## src/pkg/safe_stop_consts.vh

```
// constants for the timed safe stop controller
`ifndef SAFE_STOP_CONSTS_VH
`define SAFE_STOP_CONSTS_VH
// clock rate
`define CLK_HZ 100000000
// register byte offsets
`define REG_CTRL 8'h00
`define REG_DELAY 8'h04
`define REG_STATUS 8'h08
`define REG_FBUS 8'h0C
// control register fields
`define CTRL_FUNC_LSB 0
`define CTRL_FUNC_MSB 3
`define CTRL_RESTART_BIT 4
`define CTRL_FBUS_EN_BIT 5
`define CTRL_CLEAR_BIT 6
// safe input function value selecting the timed safe stop
`define FUNC_TIMED_STOP 4'h9
// fieldbus control byte: timed stop request bit, active low
`define FBUS_STOP_BIT 1
// reset values
`define CTRL_RESET 32'h00000000
`define DELAY_RESET 32'h00000001
`define FBUS_RESET 8'hFF
// times: test pulse filter 5 ms, discrepancy 0.5 s (500 ms), tick 1 ms
`define FILTER_MS 5
`define DISC_MS 500
`define TICK_CYCLES 100000
// countdown unit: delay register counts milliseconds
`define MS_PER_S 1000
`endif

```

## src/rtl/ms_tick.v

```verilog
// millisecond tick divider
`timescale 1ns/10ps
`default_nettype none
`include "safe_stop_consts.vh"
module ms_tick
#(
  parameter TICK_CYCLES = `TICK_CYCLES
)
(
  input wire aclk,
  input wire aresetn,
  output reg tick_ff
);
  // ----------------------------------------
  // divider
  // ----------------------------------------
  reg [16:0] cnt_ff; // cycle counter
  // one-cycle pulse every tick period
  always @(posedge aclk)
  begin
    if (!aresetn)
    begin
      cnt_ff <= 17'h00000;
      tick_ff <= 1'b0;
    end
    else if (cnt_ff == TICK_CYCLES - 1)
    begin
      cnt_ff <= 17'h00000;
      tick_ff <= 1'b1;
    end
    else
    begin
      cnt_ff <= cnt_ff + 17'h00001;
      tick_ff <= 1'b0;
    end
  end
endmodule
`default_nettype wire

```

## src/rtl/pulse_filter.v

```verilog
// low test pulse filter for one safe input channel
`timescale 1ns/10ps
`default_nettype none
`include "safe_stop_consts.vh"
module pulse_filter
(
  input wire aclk,
  input wire aresetn,
  input wire tick,
  input wire raw_in,
  output reg filt_ff
);
  // ----------------------------------------
  // synchroniser and filter
  // ----------------------------------------
  reg s1_ff; // first stage, read only by s2
  reg s2_ff; // second stage
  reg [3:0] low_ms_ff; // milliseconds seen low
  // low must outlast the filter time before the channel reads low
  always @(posedge aclk)
  begin
    if (!aresetn)
    begin
      s1_ff <= 1'b1;
      s2_ff <= 1'b1;
      low_ms_ff <= 4'h0;
      filt_ff <= 1'b1;
    end
    else
    begin
      s1_ff <= raw_in;
      s2_ff <= s1_ff;
      if (s2_ff)
      begin
        // high returns at once
        low_ms_ff <= 4'h0;
        filt_ff <= 1'b1;
      end
      else if (tick)
      begin
        if (low_ms_ff > `FILTER_MS)
          filt_ff <= 1'b0;
        else
          low_ms_ff <= low_ms_ff + 4'h1;
      end
    end
  end
endmodule
`default_nettype wire

```

## src/rtl/timed_safe_stop.v

```verilog
// timed safe stop controller with AXI4-Lite registers
// Summary of operation
// - safe inputs trigger only when function is 9
// - either low channel or fieldbus starts countdown
// - mismatch over 0.5 s raises warning
// - automatic mode clears countdown when all inactive
// - manual mode keeps countdown running
// - expiry removes torque and reports warning
// - any fault removes torque at once
// - fault before expiry coasts motor immediately
// - fieldbus commands accepted only when enabled
// - stop request is control bit 1, active low
// - countdown stays within the stated precision
// - low pulses up to 5 ms ignored
// - earlier valid channel drives the reaction
//
// The AXI4-Lite register port and the address map were decided locally.
`timescale 1ns/10ps
`default_nettype none
`include "safe_stop_consts.vh"
module timed_safe_stop
#(
  parameter TICK_CYCLES = `TICK_CYCLES
)
(
  input wire aclk,
  input wire aresetn,
  input wire [7:0] s_axi_awaddr,
  input wire s_axi_awvalid,
  output reg s_axi_awready,
  input wire [31:0] s_axi_wdata,
  input wire [3:0] s_axi_wstrb,
  input wire s_axi_wvalid,
  output reg s_axi_wready,
  output reg [1:0] s_axi_bresp,
  output reg s_axi_bvalid,
  input wire s_axi_bready,
  input wire [7:0] s_axi_araddr,
  input wire s_axi_arvalid,
  output reg s_axi_arready,
  output reg [31:0] s_axi_rdata,
  output reg [1:0] s_axi_rresp,
  output reg s_axi_rvalid,
  input wire s_axi_rready,
  input wire safe_in_a,
  input wire safe_in_b,
  input wire fault_in,
  output reg torque_removal_ff,
  output reg decel_request_ff,
  output reg coast_ff,
  output reg channel_mismatch_warning_ff,
  output reg torque_removed_warning_ff
);
  // ----------------------------------------
  // states
  // ----------------------------------------
  localparam ST_IDLE = 2'b00; // no stop pending
  localparam ST_TIMING = 2'b01; // countdown running
  localparam ST_REMOVED = 2'b10; // torque removed after expiry
  localparam ST_FAULT = 2'b11; // torque removed by fault
  // ----------------------------------------
  // declarations
  // ----------------------------------------
  wire tick; // millisecond enable
  wire chan_a; // filtered channel a
  wire chan_b; // filtered channel b
  reg f1_ff; // fault synchroniser first stage
  reg fault_ff; // synchronised fault
  reg [31:0] ctrl_ff; // control register
  reg [31:0] delay_ff; // stop delay in milliseconds
  reg [7:0] fbus_ff; // latest fieldbus control byte
  reg [1:0] state_ff; // controller state
  reg [1:0] nxt_state;
  reg [31:0] cnt_ff; // elapsed milliseconds
  reg [9:0] disc_ff; // mismatch duration in milliseconds
  reg aw_hold_ff; // write address taken
  reg w_hold_ff; // write data taken
  reg [7:0] awaddr_ff; // latched write address
  reg [31:0] wdata_ff; // latched write data
  reg [3:0] wstrb_ff; // latched strobes
  wire di_sel; // safe inputs select timed stop
  wire fb_en; // fieldbus accepted
  wire fb_req; // fieldbus stop request
  wire di_req; // safe input stop request
  wire auto_mode; // automatic restart
  wire expired; // countdown reached the delay
  wire do_write; // both halves of a write held
  // ----------------------------------------
  // submodules
  // ----------------------------------------
  ms_tick #(.TICK_CYCLES(TICK_CYCLES)) u_tick
  (
    .aclk(aclk),
    .aresetn(aresetn),
    .tick_ff(tick)
  );
  pulse_filter u_filt_a
  (
    .aclk(aclk),
    .aresetn(aresetn),
    .tick(tick),
    .raw_in(safe_in_a),
    .filt_ff(chan_a)
  );
  pulse_filter u_filt_b
  (
    .aclk(aclk),
    .aresetn(aresetn),
    .tick(tick),
    .raw_in(safe_in_b),
    .filt_ff(chan_b)
  );
  // ----------------------------------------
  // request decode
  // ----------------------------------------
  assign di_sel = (ctrl_ff[`CTRL_FUNC_MSB:`CTRL_FUNC_LSB] == `FUNC_TIMED_STOP);
  assign fb_en = ctrl_ff[`CTRL_FBUS_EN_BIT];
  assign fb_req = fb_en & ~fbus_ff[`FBUS_STOP_BIT];
  assign di_req = di_sel & (~chan_a | ~chan_b);
  assign auto_mode = ctrl_ff[`CTRL_RESTART_BIT];
  assign expired = (cnt_ff >= delay_ff);
  assign do_write = aw_hold_ff & w_hold_ff & ~s_axi_bvalid;
  // ----------------------------------------
  // fault synchroniser
  // ----------------------------------------
  always @(posedge aclk)
  begin
    if (!aresetn)
    begin
      f1_ff <= 1'b0;
      fault_ff <= 1'b0;
    end
    else
    begin
      f1_ff <= fault_in;
      fault_ff <= f1_ff;
    end
  end
  // ----------------------------------------
  // state transitions
  // ----------------------------------------
  always @*
  begin
    nxt_state = state_ff;
    case (state_ff)
      ST_IDLE:
      begin
        if (fault_ff)
          nxt_state = ST_FAULT;
        else if (di_req | fb_req)
          nxt_state = ST_TIMING;
      end
      ST_TIMING:
      begin
        if (fault_ff)
          nxt_state = ST_FAULT;
        else if (expired)
          nxt_state = ST_REMOVED;
        else if (auto_mode & ~fb_req & ~(di_sel & (~chan_a | ~chan_b)))
          nxt_state = ST_IDLE;
        else
          nxt_state = ST_TIMING;
      end
      ST_REMOVED:
      begin
        if (fault_ff)
          nxt_state = ST_FAULT;
        else if (~di_req & ~fb_req & (auto_mode | ctrl_ff[`CTRL_CLEAR_BIT]))
          nxt_state = ST_IDLE;
      end
      ST_FAULT:
      begin
        if (~fault_ff & ~di_req & ~fb_req & ctrl_ff[`CTRL_CLEAR_BIT])
          nxt_state = ST_IDLE;
      end
      default:
        nxt_state = ST_FAULT;
    endcase
  end
  // ----------------------------------------
  // state, countdown, outputs
  // ----------------------------------------
  always @(posedge aclk)
  begin
    if (!aresetn)
    begin
      state_ff <= ST_IDLE;
      cnt_ff <= 32'h00000000;
      disc_ff <= 10'h000;
      torque_removal_ff <= 1'b0;
      decel_request_ff <= 1'b0;
      coast_ff <= 1'b0;
      channel_mismatch_warning_ff <= 1'b0;
      torque_removed_warning_ff <= 1'b0;
    end
    else
    begin
      state_ff <= nxt_state;
      // count only while timing, restart from zero otherwise
      if (nxt_state == ST_TIMING && state_ff == ST_TIMING)
      begin
        if (tick)
          cnt_ff <= cnt_ff + 32'h00000001;
      end
      else
        cnt_ff <= 32'h00000000;
      // mismatch duration between filtered channels
      if (chan_a == chan_b)
      begin
        disc_ff <= 10'h000;
        channel_mismatch_warning_ff <= 1'b0;
      end
      else if (tick)
      begin
        if (disc_ff >= `DISC_MS)
          channel_mismatch_warning_ff <= 1'b1;
        else
          disc_ff <= disc_ff + 10'h001;
      end
      torque_removal_ff <= (nxt_state == ST_REMOVED) | (nxt_state == ST_FAULT);
      torque_removed_warning_ff <= (nxt_state == ST_REMOVED) | (nxt_state == ST_FAULT);
      decel_request_ff <= (nxt_state == ST_TIMING);
      coast_ff <= (nxt_state == ST_FAULT);
    end
  end
  // ----------------------------------------
  // AXI4-Lite write channel
  // ----------------------------------------
  always @(posedge aclk)
  begin
    if (!aresetn)
    begin
      s_axi_awready <= 1'b0;
      s_axi_wready <= 1'b0;
      s_axi_bvalid <= 1'b0;
      s_axi_bresp <= 2'b00;
      aw_hold_ff <= 1'b0;
      w_hold_ff <= 1'b0;
      awaddr_ff <= 8'h00;
      wdata_ff <= 32'h00000000;
      wstrb_ff <= 4'h0;
      ctrl_ff <= `CTRL_RESET;
      delay_ff <= `DELAY_RESET;
      fbus_ff <= `FBUS_RESET;
    end
    else
    begin
      s_axi_awready <= 1'b0;
      s_axi_wready <= 1'b0;
      // take address
      if (s_axi_awvalid & ~aw_hold_ff & ~s_axi_awready)
      begin
        s_axi_awready <= 1'b1;
        aw_hold_ff <= 1'b1;
        awaddr_ff <= s_axi_awaddr;
      end
      // take data
      if (s_axi_wvalid & ~w_hold_ff & ~s_axi_wready)
      begin
        s_axi_wready <= 1'b1;
        w_hold_ff <= 1'b1;
        wdata_ff <= s_axi_wdata;
        wstrb_ff <= s_axi_wstrb;
      end
      // one-shot clear bit falls back after one cycle
      ctrl_ff[`CTRL_CLEAR_BIT] <= 1'b0;
      if (do_write)
      begin
        aw_hold_ff <= 1'b0;
        w_hold_ff <= 1'b0;
        s_axi_bvalid <= 1'b1;
        s_axi_bresp <= 2'b00;
        case (awaddr_ff & 8'hFC)
          `REG_CTRL:
          begin
            if (wstrb_ff[0])
              ctrl_ff[6:0] <= wdata_ff[6:0];
          end
          `REG_DELAY:
          begin
            if (wstrb_ff[0])
              delay_ff[7:0] <= wdata_ff[7:0];
            if (wstrb_ff[1])
              delay_ff[15:8] <= wdata_ff[15:8];
            if (wstrb_ff[2])
              delay_ff[23:16] <= wdata_ff[23:16];
            if (wstrb_ff[3])
              delay_ff[31:24] <= wdata_ff[31:24];
          end
          `REG_FBUS:
          begin
            if (wstrb_ff[0])
              fbus_ff <= wdata_ff[7:0];
          end
          `REG_STATUS:
            s_axi_bresp <= 2'b10;
          default:
            s_axi_bresp <= 2'b10;
        endcase
      end
      else if (s_axi_bvalid & s_axi_bready)
        s_axi_bvalid <= 1'b0;
    end
  end
  // ----------------------------------------
  // AXI4-Lite read channel
  // ----------------------------------------
  always @(posedge aclk)
  begin
    if (!aresetn)
    begin
      s_axi_arready <= 1'b0;
      s_axi_rvalid <= 1'b0;
      s_axi_rdata <= 32'h00000000;
      s_axi_rresp <= 2'b00;
    end
    else
    begin
      s_axi_arready <= 1'b0;
      if (s_axi_arvalid & ~s_axi_rvalid & ~s_axi_arready)
      begin
        s_axi_arready <= 1'b1;
        s_axi_rvalid <= 1'b1;
        s_axi_rresp <= 2'b00;
        case (s_axi_araddr & 8'hFC)
          `REG_CTRL:
            s_axi_rdata <= {25'h0, ctrl_ff[6:0]};
          `REG_DELAY:
            s_axi_rdata <= delay_ff;
          `REG_STATUS:
            s_axi_rdata <= {cnt_ff[23:0], chan_b, chan_a, coast_ff, channel_mismatch_warning_ff,
                            torque_removed_warning_ff, torque_removal_ff, state_ff};
          `REG_FBUS:
            s_axi_rdata <= {24'h000000, fbus_ff};
          default:
          begin
            s_axi_rdata <= 32'h00000000;
            s_axi_rresp <= 2'b10;
          end
        endcase
      end
      else if (s_axi_rvalid & s_axi_rready)
        s_axi_rvalid <= 1'b0;
    end
  end
endmodule
`default_nettype wire

```

## config.mk

```make
export PLATFORM = sky130hd
export DESIGN_NAME = timed_safe_stop
export DESIGN_NICKNAME = d
export VERILOG_FILES = /design/src/rtl/ms_tick.v /design/src/rtl/pulse_filter.v /design/src/rtl/timed_safe_stop.v
export VERILOG_INCLUDE_DIRS = /design/src /design/src/pkg
export SDC_FILE = /design/constraint.sdc
export NUM_CORES = 1
export LEC_CHECK = 0
export ABC_CLOCK_PERIOD_IN_PS = 3600
export BUFFER_PORTS_ARGS = -buffer_cell sky130_fd_sc_hd__buf_4
export CORE_UTILIZATION = 55
export DETAILED_ROUTE_END_ITERATION = 10
export PLACE_DENSITY = 0.83
export RECOVER_POWER = 25
export SYNTH_ARGS = -nofsm -noshare
export SYNTH_HDL_FRONTEND = slang
export SYNTH_SLANG_ARGS = --single-unit
```

## constraint.sdc

```tcl
create_clock -name aclk -period 3.6 [get_ports aclk]
set_input_delay 0.72 -clock aclk [delete_from_list [all_inputs] [get_ports aclk]]
set_output_delay 0.72 -clock aclk [all_outputs]
set_load 0.005 [all_outputs]
```

==> results of run 1 <==
==> state kept, by name, summed over array words and instances (netlist names), 2 cells and up <==
register	count
awaddr_ff	6
fbus_ff	8
ctrl_ff	7
wdata_ff	32
s_axi_rdata	32
delay_ff	32
cnt_ff	32
state_ff	2
u_tick.cnt_ff	17
wstrb_ff	4
u_filt_a.low_ms_ff	4
disc_ff	10
u_filt_b.low_ms_ff	4
==> layout by cell type, fill, tap and decap left out, types with 24 or more instances in the layout <==
cell type and instances:
sky130_fd_sc_hd__clkbuf_4 31, sky130_fd_sc_hd__nand3_1 46, sky130_fd_sc_hd__ha_1 43, sky130_fd_sc_hd__dfxtp_1 212
sky130_fd_sc_hd__a22oi_1 24, sky130_fd_sc_hd__mux2i_1 39, sky130_fd_sc_hd__inv_1 48, sky130_fd_sc_hd__a21oi_1 120
sky130_fd_sc_hd__xnor2_1 26, sky130_fd_sc_hd__nor2_1 168, sky130_fd_sc_hd__nand2_1 142, sky130_fd_sc_hd__xor2_1 27
sky130_fd_sc_hd__buf_4 77
==> kinds of logic (layout without fill, tap and decap cells) <==
| logic type | Yosys count | after routing | share of synthesized area, % |
|---|---|---|---|
| simple gates | 457 | 457 | 22.5 |
| flops | 212 | 212 | 45.7 |
| compound gates | 186 | 186 | 12.0 |
| buf+inv | 105 | 201 | 4.70 |
| xor+xnor | 53 | 53 | 4.99 |
| fa+ha+maj | 43 | 43 | 5.79 |
| mux | 40 | 40 | 4.32 |
| other cells | 1 | 2 | 0.0403 |
==> routing by layer <==
layer | up-vias | share of wire (%) | track usage [%] | wire (um)
met5 | - | 0 | 0 | 0
met4 | 0 | 2.7 | 9.50 | 575
met3 | 53 | 8.1 | 4.81 | 1750
met2 | 294 | 45 | 39.7 | 9620
met1 | 3653 | 44 | 33.5 | 9560
li1 | 3880 | - | - | -
==> path summary, 6_finish.rpt <==
path                    end  slack (ns)  cells past startpoint
max reg2reg      cnt_ff[31]        0.81                      8
max              cnt_ff[31]        0.81                      8
min          u_filt_b.s1_ff        0.39                      2
min reg2reg  u_filt_b.s2_ff        0.41                      1
==> layout make-up <==
| type | instances | area (um^2) |
|---|---|---|
| Clock inverter | 11 | 124 |
| Tap cell | 220 | 275 |
| Fill cell | 1314 | 5640 |
| Clock buffer | 27 | 599 |
| Inverter | 49 | 185 |
| Sequential cell | 212 | 4240 |
| Timing Repair Buffer | 114 | 833 |
| Multi-Input combinational cell | 781 | 4630 |
==> synthesized netlist by cell type, types with 3 or more instances <==
cell	number
sky130_fd_sc_hd__a22oi_1	24
sky130_fd_sc_hd__ha_1	43
sky130_fd_sc_hd__nand4_1	21
sky130_fd_sc_hd__nor3_1	6
sky130_fd_sc_hd__buf_1	5
sky130_fd_sc_hd__a21o_1	3
sky130_fd_sc_hd__buf_4	3
sky130_fd_sc_hd__clkbuf_1	45
sky130_fd_sc_hd__nand2b_1	14
sky130_fd_sc_hd__xor2_1	27
sky130_fd_sc_hd__mux2i_1	39
sky130_fd_sc_hd__and4_1	3
sky130_fd_sc_hd__nand2_1	142
sky130_fd_sc_hd__a221oi_1	7
sky130_fd_sc_hd__a21oi_1	120
sky130_fd_sc_hd__o21a_1	5
sky130_fd_sc_hd__or4_1	6
sky130_fd_sc_hd__nand3b_1	3
sky130_fd_sc_hd__dfxtp_1	212
sky130_fd_sc_hd__nor3b_1	4
sky130_fd_sc_hd__o21ai_0	9
sky130_fd_sc_hd__and2_1	5
sky130_fd_sc_hd__and3_1	7
sky130_fd_sc_hd__nor2_1	168
sky130_fd_sc_hd__nand3_1	46
sky130_fd_sc_hd__nor2_2	12
sky130_fd_sc_hd__xnor2_1	26
sky130_fd_sc_hd__inv_1	49
sky130_fd_sc_hd__or3_1	6
==> stage by stage <==
stage,setup slack (ns),power (uW)
after floorplan,1.22,2670
after global placement,0.917,2770
after detailed placement,0.832,2780
after CTS,0.826,5030
after global routing,0.684,5160
final,0.809,5000
==> where the power goes <==
| group | switching (uW) | internal [uW] | leakage [uW] |
|---|---|---|---|
| logic | 166 | 118 | 0.00212 |
| registers | 42.1 | 2400 | 0.00172 |
| clock network | 942 | 1330 | 0.000350 |
| total | 1150 | 3850 | 0.00418 |
==> out/metrics.yaml, run 1 <==
timing:
  max_freq_mhz: 358
  holdWs_ns: 0.393
  fin_tns_setup_ns: 0
  final_worst_path_cycle_share_pct: 77.5
  finalHoldViolations: 0
  min_period_ns: 2.79
  finalSetupViolCount: 0
  worst-slew-pin-transition_ns: 1.24
  drv_slew: 0
  grt_setup_unrepaired: "no"
  finalClockSkew_ns: 0.0278
  timing.max_slew.rel_slack_pct: 17.3
synthesis:
  synth_enable_flop_cells: 0
  yosysSeqAreaShare_pct: 45.7
  netlist_area_um2: 9290
  synth_top_cell_by_area: "sky130_fd_sc_hd__dfxtp_1"
  yosysTopAreaCellShare_pct: 45.7
  synthesis.instances: 1097
  syn_avg_cell_area_um2: 8.47
  synth.lib_cells_used.distinct: 60
  ys_warn_count: 0
  ys_seq_elements: 212
  asyncSetResetFlopFracSynth_pct: 0
  ys_top_cells_by_area: "sky130_fd_sc_hd__dfxtp_1, sky130_fd_sc_hd__nor2_1, sky130_fd_sc_hd__a21oi_1, sky130_fd_sc_hd__ha_1, sky130_fd_sc_hd__nand2_1"
  synth_top_flop_cell: "sky130_fd_sc_hd__dfxtp_1"
floorplan:
  core_area_um2: 16500
  ios: 108
  die_height_um: 132
  floorplan.initialDensity_pct: 56.2
  die_w_um: 132
  die_area_um2: 17400
  row_count: 47
layout:
  stdcell_area_um2: 10900
  syn_to_final_growth_pct: 17.2
  layout.nets: 1285
  antenna_cells_inserted: 0
  final_layout_size_suffix_gt1_share_pct: 14.3
  non_filler_cells_in_the_finished_layout: 1414
  layout.core_utilization_pct: 65.9
clocking:
  cts.repair.resized: 0
  clk_pin_slew_worst_paths_ns: 0.06
  cts_tree: "done"
  max-clock-path-buffers: 3
  ctsHoldBuffers: 0
  root_buffer: "sky130_fd_sc_hd__clkbuf_16"
  ctsHtreeMaxLevel: 1
  cts_setup_buffers: 0
  worst_skew_pair.late_latency_ns: 0.52
  cts_inserted_buffers: 22
  clock_sink_count: 212
setup_path:
  worst_path_max_fanout: 30
  worst_path_max_delay_cell: "sky130_fd_sc_hd__or4_1"
  required_ns: 3.98
  total_buffers_and_inverters_traversed_by_the_critical_path: 1
  critPathLaunchType: "flip-flop"
  worst_path_largest_cell_delay_ns: 0.54
  critPathLaunch: "delay_ff[14]"
  arrival_ns: 3.17
  critical_path_cell_list: "inv_1, ha_1, nand4_1, or4_1, o32a_1, a311o_1, nand2_4, nor2_1"
  reg2reg_from: "delay_ff[14]"
  worstSetupPathType: "reg2reg"
  critPathCaptureType: "flip-flop"
  critical-path-top-delay-family: "simple AND/OR/NAND/NOR gates"
place:
  dpl_cell_area_um2: 10200
  portBuffers: 101
  place_hpwl_mm: 15.0
  placed_cells: 1376
  globalplace.congestion: 0.877
drt:
  routed_wl_mm: 21.5
  antenna_left: 0
  drtIter0Drc: 419
  viasPerCell: 5.57
  drcViolationCount: 0
  vias: 7880
  detail_route.wl_per_cell_um: 15.2
  firstDrtPassIters: 6
grt:
  antenna_found_initial: 0
  largest_net_degree_at_the_start_of_global_routing: 88
  overall_global_routing_resource_usage_pct: 24.9
  via_count_of_the_first_global_routing_pass: 7507
  global_route_wire_length_before_repair_mm: 36.0
  grt_overflow_total: 0
run_status:
  result_of_the_run: "finished clean"
run:
  max-cap-violations: 0
power_and_ir_drop:
  total_leakage_power_uw: 0.00418
  power.density_cell_area_nw_per_um2: 459
  power.ir.vdd_worst_mv: 0.375
hold_path:
  hold_path.class: "in2reg"
  hold_path_startpoint: "safe_in_b"
(Power assumes the default switching activity.)
==> run 2: changes to the inputs <==
Settings changed: ABC_CLOCK_PERIOD_IN_PS 3600 to 2600.
Clock period 3.6 ns to 2.6 ns, I/O delays scaled along.
==> out/metrics.yaml, run 2 (synthesis gave the netlist of run 1 again) <==
place:
  portBuffers: 101  # unchanged
  placed_cells: 1406  # +2.2%
  dpl_worst_slack_ns: 0.0359  # -0.796 ns
  place_hpwl_mm: 15.4  # +2.9%
  globalplace.congestion: 0.892  # +1.7%
run:
  max-cap-violations: 0  # unchanged
floorplan:
  die_height_um: 132  # unchanged
  core_area_um2: 16500  # unchanged
  row_count: 47  # unchanged
  floorplan.initialDensity_pct: 56.2  # unchanged
  ios: 108  # unchanged
  die_w_um: 132  # unchanged
  die_area_um2: 17400  # unchanged
clocking:
  clock_sink_count: 212  # unchanged
  ctsHtreeMaxLevel: 1  # unchanged
  clk_pin_slew_worst_paths_ns: 0.06  # about the same
  worst_skew_pair.late_latency_ns: 0.51  # about the same
  cts_tree: "done"
  max-clock-path-buffers: 3  # unchanged
  ctsHoldBuffers: 0  # unchanged
  root_buffer: "sky130_fd_sc_hd__clkbuf_16"
  cts_inserted_buffers: 22  # unchanged
drt:
  vias: 7951  # +0.90%
  firstDrtPassIters: 5  # -1
  drcViolationCount: 0  # unchanged
  routed_wl_mm: 22.2  # +3.4%
  detail_route.wl_per_cell_um: 15.4  # +1.1%
  viasPerCell: 5.50  # -1.3%
  antenna_left: 0  # unchanged
  drtIter0Drc: 477  # +14%
grt:
  grt.busiest_layer: "met2"
  largest_net_degree_at_the_start_of_global_routing: 58  # -34%
  grt_overflow_total: 0  # unchanged
  grt_use_met3_pct: 4.69  # -0.12 points
  gr-usage-met1_pct: 35.4  # +1.9 points
  overall_global_routing_resource_usage_pct: 25.7  # +0.79 points
  antenna_found_initial: 0  # unchanged
  via_count_of_the_first_global_routing_pass: 7612  # +1.4%
  global_route_wire_length_before_repair_mm: 37.0  # +2.9%
  globalRouteMet2Util_pct: 40.4  # +0.76 points
power_and_ir_drop:
  portion_of_total_power_attributed_to_combinational_logic_pct: 5.8  # about the same
  internal_power_uw: 5570  # +45%
  power_switching_uw: 1550  # +34%
  clockPowerShare_pct: 46.6  # +1.1 points
  power.density_cell_area_nw_per_um2: 632  # +38%
  sequentialPowerShare_pct: 47.6  # -1.3 points
  power.ir.vdd_worst_mv: 0.496  # +32%
  sw_frac_of_total_pct: 21.7  # -1.3 points
  total_leakage_power_uw: 0.00442  # +5.6%
timing:
  finalHoldViolations: 0  # unchanged
  finalClockSkew_ns: 0.0132  # -0.0146 ns
  drv_slew: 0  # unchanged
  layout_setup_ws_ns: 0.0765  # -0.733 ns
  finalSetupViolCount: 0  # unchanged
  worst-slew-pin-transition_ns: 1.21  # -0.0273 ns
  timing.max_slew.rel_slack_pct: 19.1  # +1.8 points
  max_freq_mhz: 396  # +11%
  final_worst_path_cycle_share_pct: 97.1  # +20 points
  fin_tns_setup_ns: 0  # unchanged
  min_period_ns: 2.52  # -0.267 ns
layout:
  non_filler_cells_in_the_finished_layout: 1446  # +2.3%
  layout.core_utilization_pct: 68.1  # +2.2 points
  layout_common_cells: "sky130_fd_sc_hd__dfxtp_1, sky130_fd_sc_hd__nor2_1, sky130_fd_sc_hd__nand2_1"
  final_layout_size_suffix_gt1_share_pct: 17.1  # +2.8 points
  antenna_cells_inserted: 0  # unchanged
  layout.nets: 1316  # +2.4%
  syn_to_final_growth_pct: 21.1
  most_common_cell_after_layout_fill_and_taps_aside: "sky130_fd_sc_hd__dfxtp_1"
hold_path:
  hold_path.class: "in2reg"
  whs_path_depth: 2  # unchanged
setup_path:
  crit_cells: 9  # +1
  arrival_ns: 2.93  # -0.24 ns
  critical-path-top-delay-family: "compound AO/OA/AOI/OAI gates"
  worstSetupPathType: "reg2reg"
  critical_path_cell_list: "inv_1, ha_1, nand4_1, or4_1, o32a_1, a311oi_2, nor4_1, buf_4, o21a_1"
  reg2reg_depth: 9  # +1
  required_ns: 3.00  # -0.98 ns
  reg2reg_slack_ns: 0.08  # -0.73 ns
  critPathCaptureType: "flip-flop"
  total_buffers_and_inverters_traversed_by_the_critical_path: 2  # +1
  worst_path_largest_cell_delay_ns: 0.56  # +0.02 ns
  critPathLaunchType: "flip-flop"
  worst_path_max_fanout: 4  # -87%
  worst_path_max_delay_cell: "sky130_fd_sc_hd__or4_1"
run_status:
  result_of_the_run: "finished clean"
run 2: changes by cell type in the layout (fill, tap and decap cells not counted), moves of 3 or more:
cell,previous run,this run
sky130_fd_sc_hd__buf_4,77,138
sky130_fd_sc_hd__clkbuf_8,3,9
sky130_fd_sc_hd__clkbuf_4,31,0
sky130_fd_sc_hd__clkinv_2,6,0
sky130_fd_sc_hd__buf_12,0,3
run 2: worst register-to-register path: cells and delay by family (launching register included):
| family | cells | cell delay [ns] |
|---|---|---|
| compound gates | 3 | 0.80 |
| simple gates | 3 | 0.76 |
| flops | 1 | 0.36 |
| fa+ha+maj | 1 | 0.30 |
| buf+inv | 2 | 0.21 |
run 2: stage by stage:
step	power [uW]	instance area (um^2)	hold slack, ns
floorplan	3700	9300	0.386
global placement	3850	10500	0.390
detailed placement	3860	10500	0.398
CTS	7150	11200	0.192
global route	7350	11300	0.217
finish	7110	11300	0.203
run 2: final timing paths:
check,startpoint,end
max,delay_ff[13],decel_request_ff
min,safe_in_a,u_filt_a.s1_ff
max reg2reg,delay_ff[13],decel_request_ff
min reg2reg,u_filt_b.s1_ff,u_filt_b.s2_ff
run 2: what timing repair did:
action,in CTS,in global routing
pin swaps,1,3
endpoints found under the setup margin,6,34
gates resized for setup,1,5
gates cloned,0,0
setup buffers,0,1
run 2: layer usage:
metal,wire [um],vias to the layer above
met4,650,0
met3,1750,54
met2,9840,271
met5,0,-
met1,9990,3684
li1,-,3942
run 2: power groups by stage:
| stage | logic (uW) | registers [uW] | clock network [uW] |
|---|---|---|---|
| floorplan | 267 | 3430 | 0 |
| global placement | 399 | 3450 | 0 |
| detailed placement | 408 | 3450 | 0 |
| CTS | 411 | 3380 | 3360 |
| global route | 453 | 3390 | 3500 |
| finish | 410 | 3390 | 3320 |
run 2: final cells by class:
cell class	instances	area [um^2]
tap	220	275
clock inverter	3	67.6
inverter	49	185
fill	1334	5270
multi-input combinational	781	4650
timing repair buffer	145	1110
sequential	212	4250
clock buffer	36	714
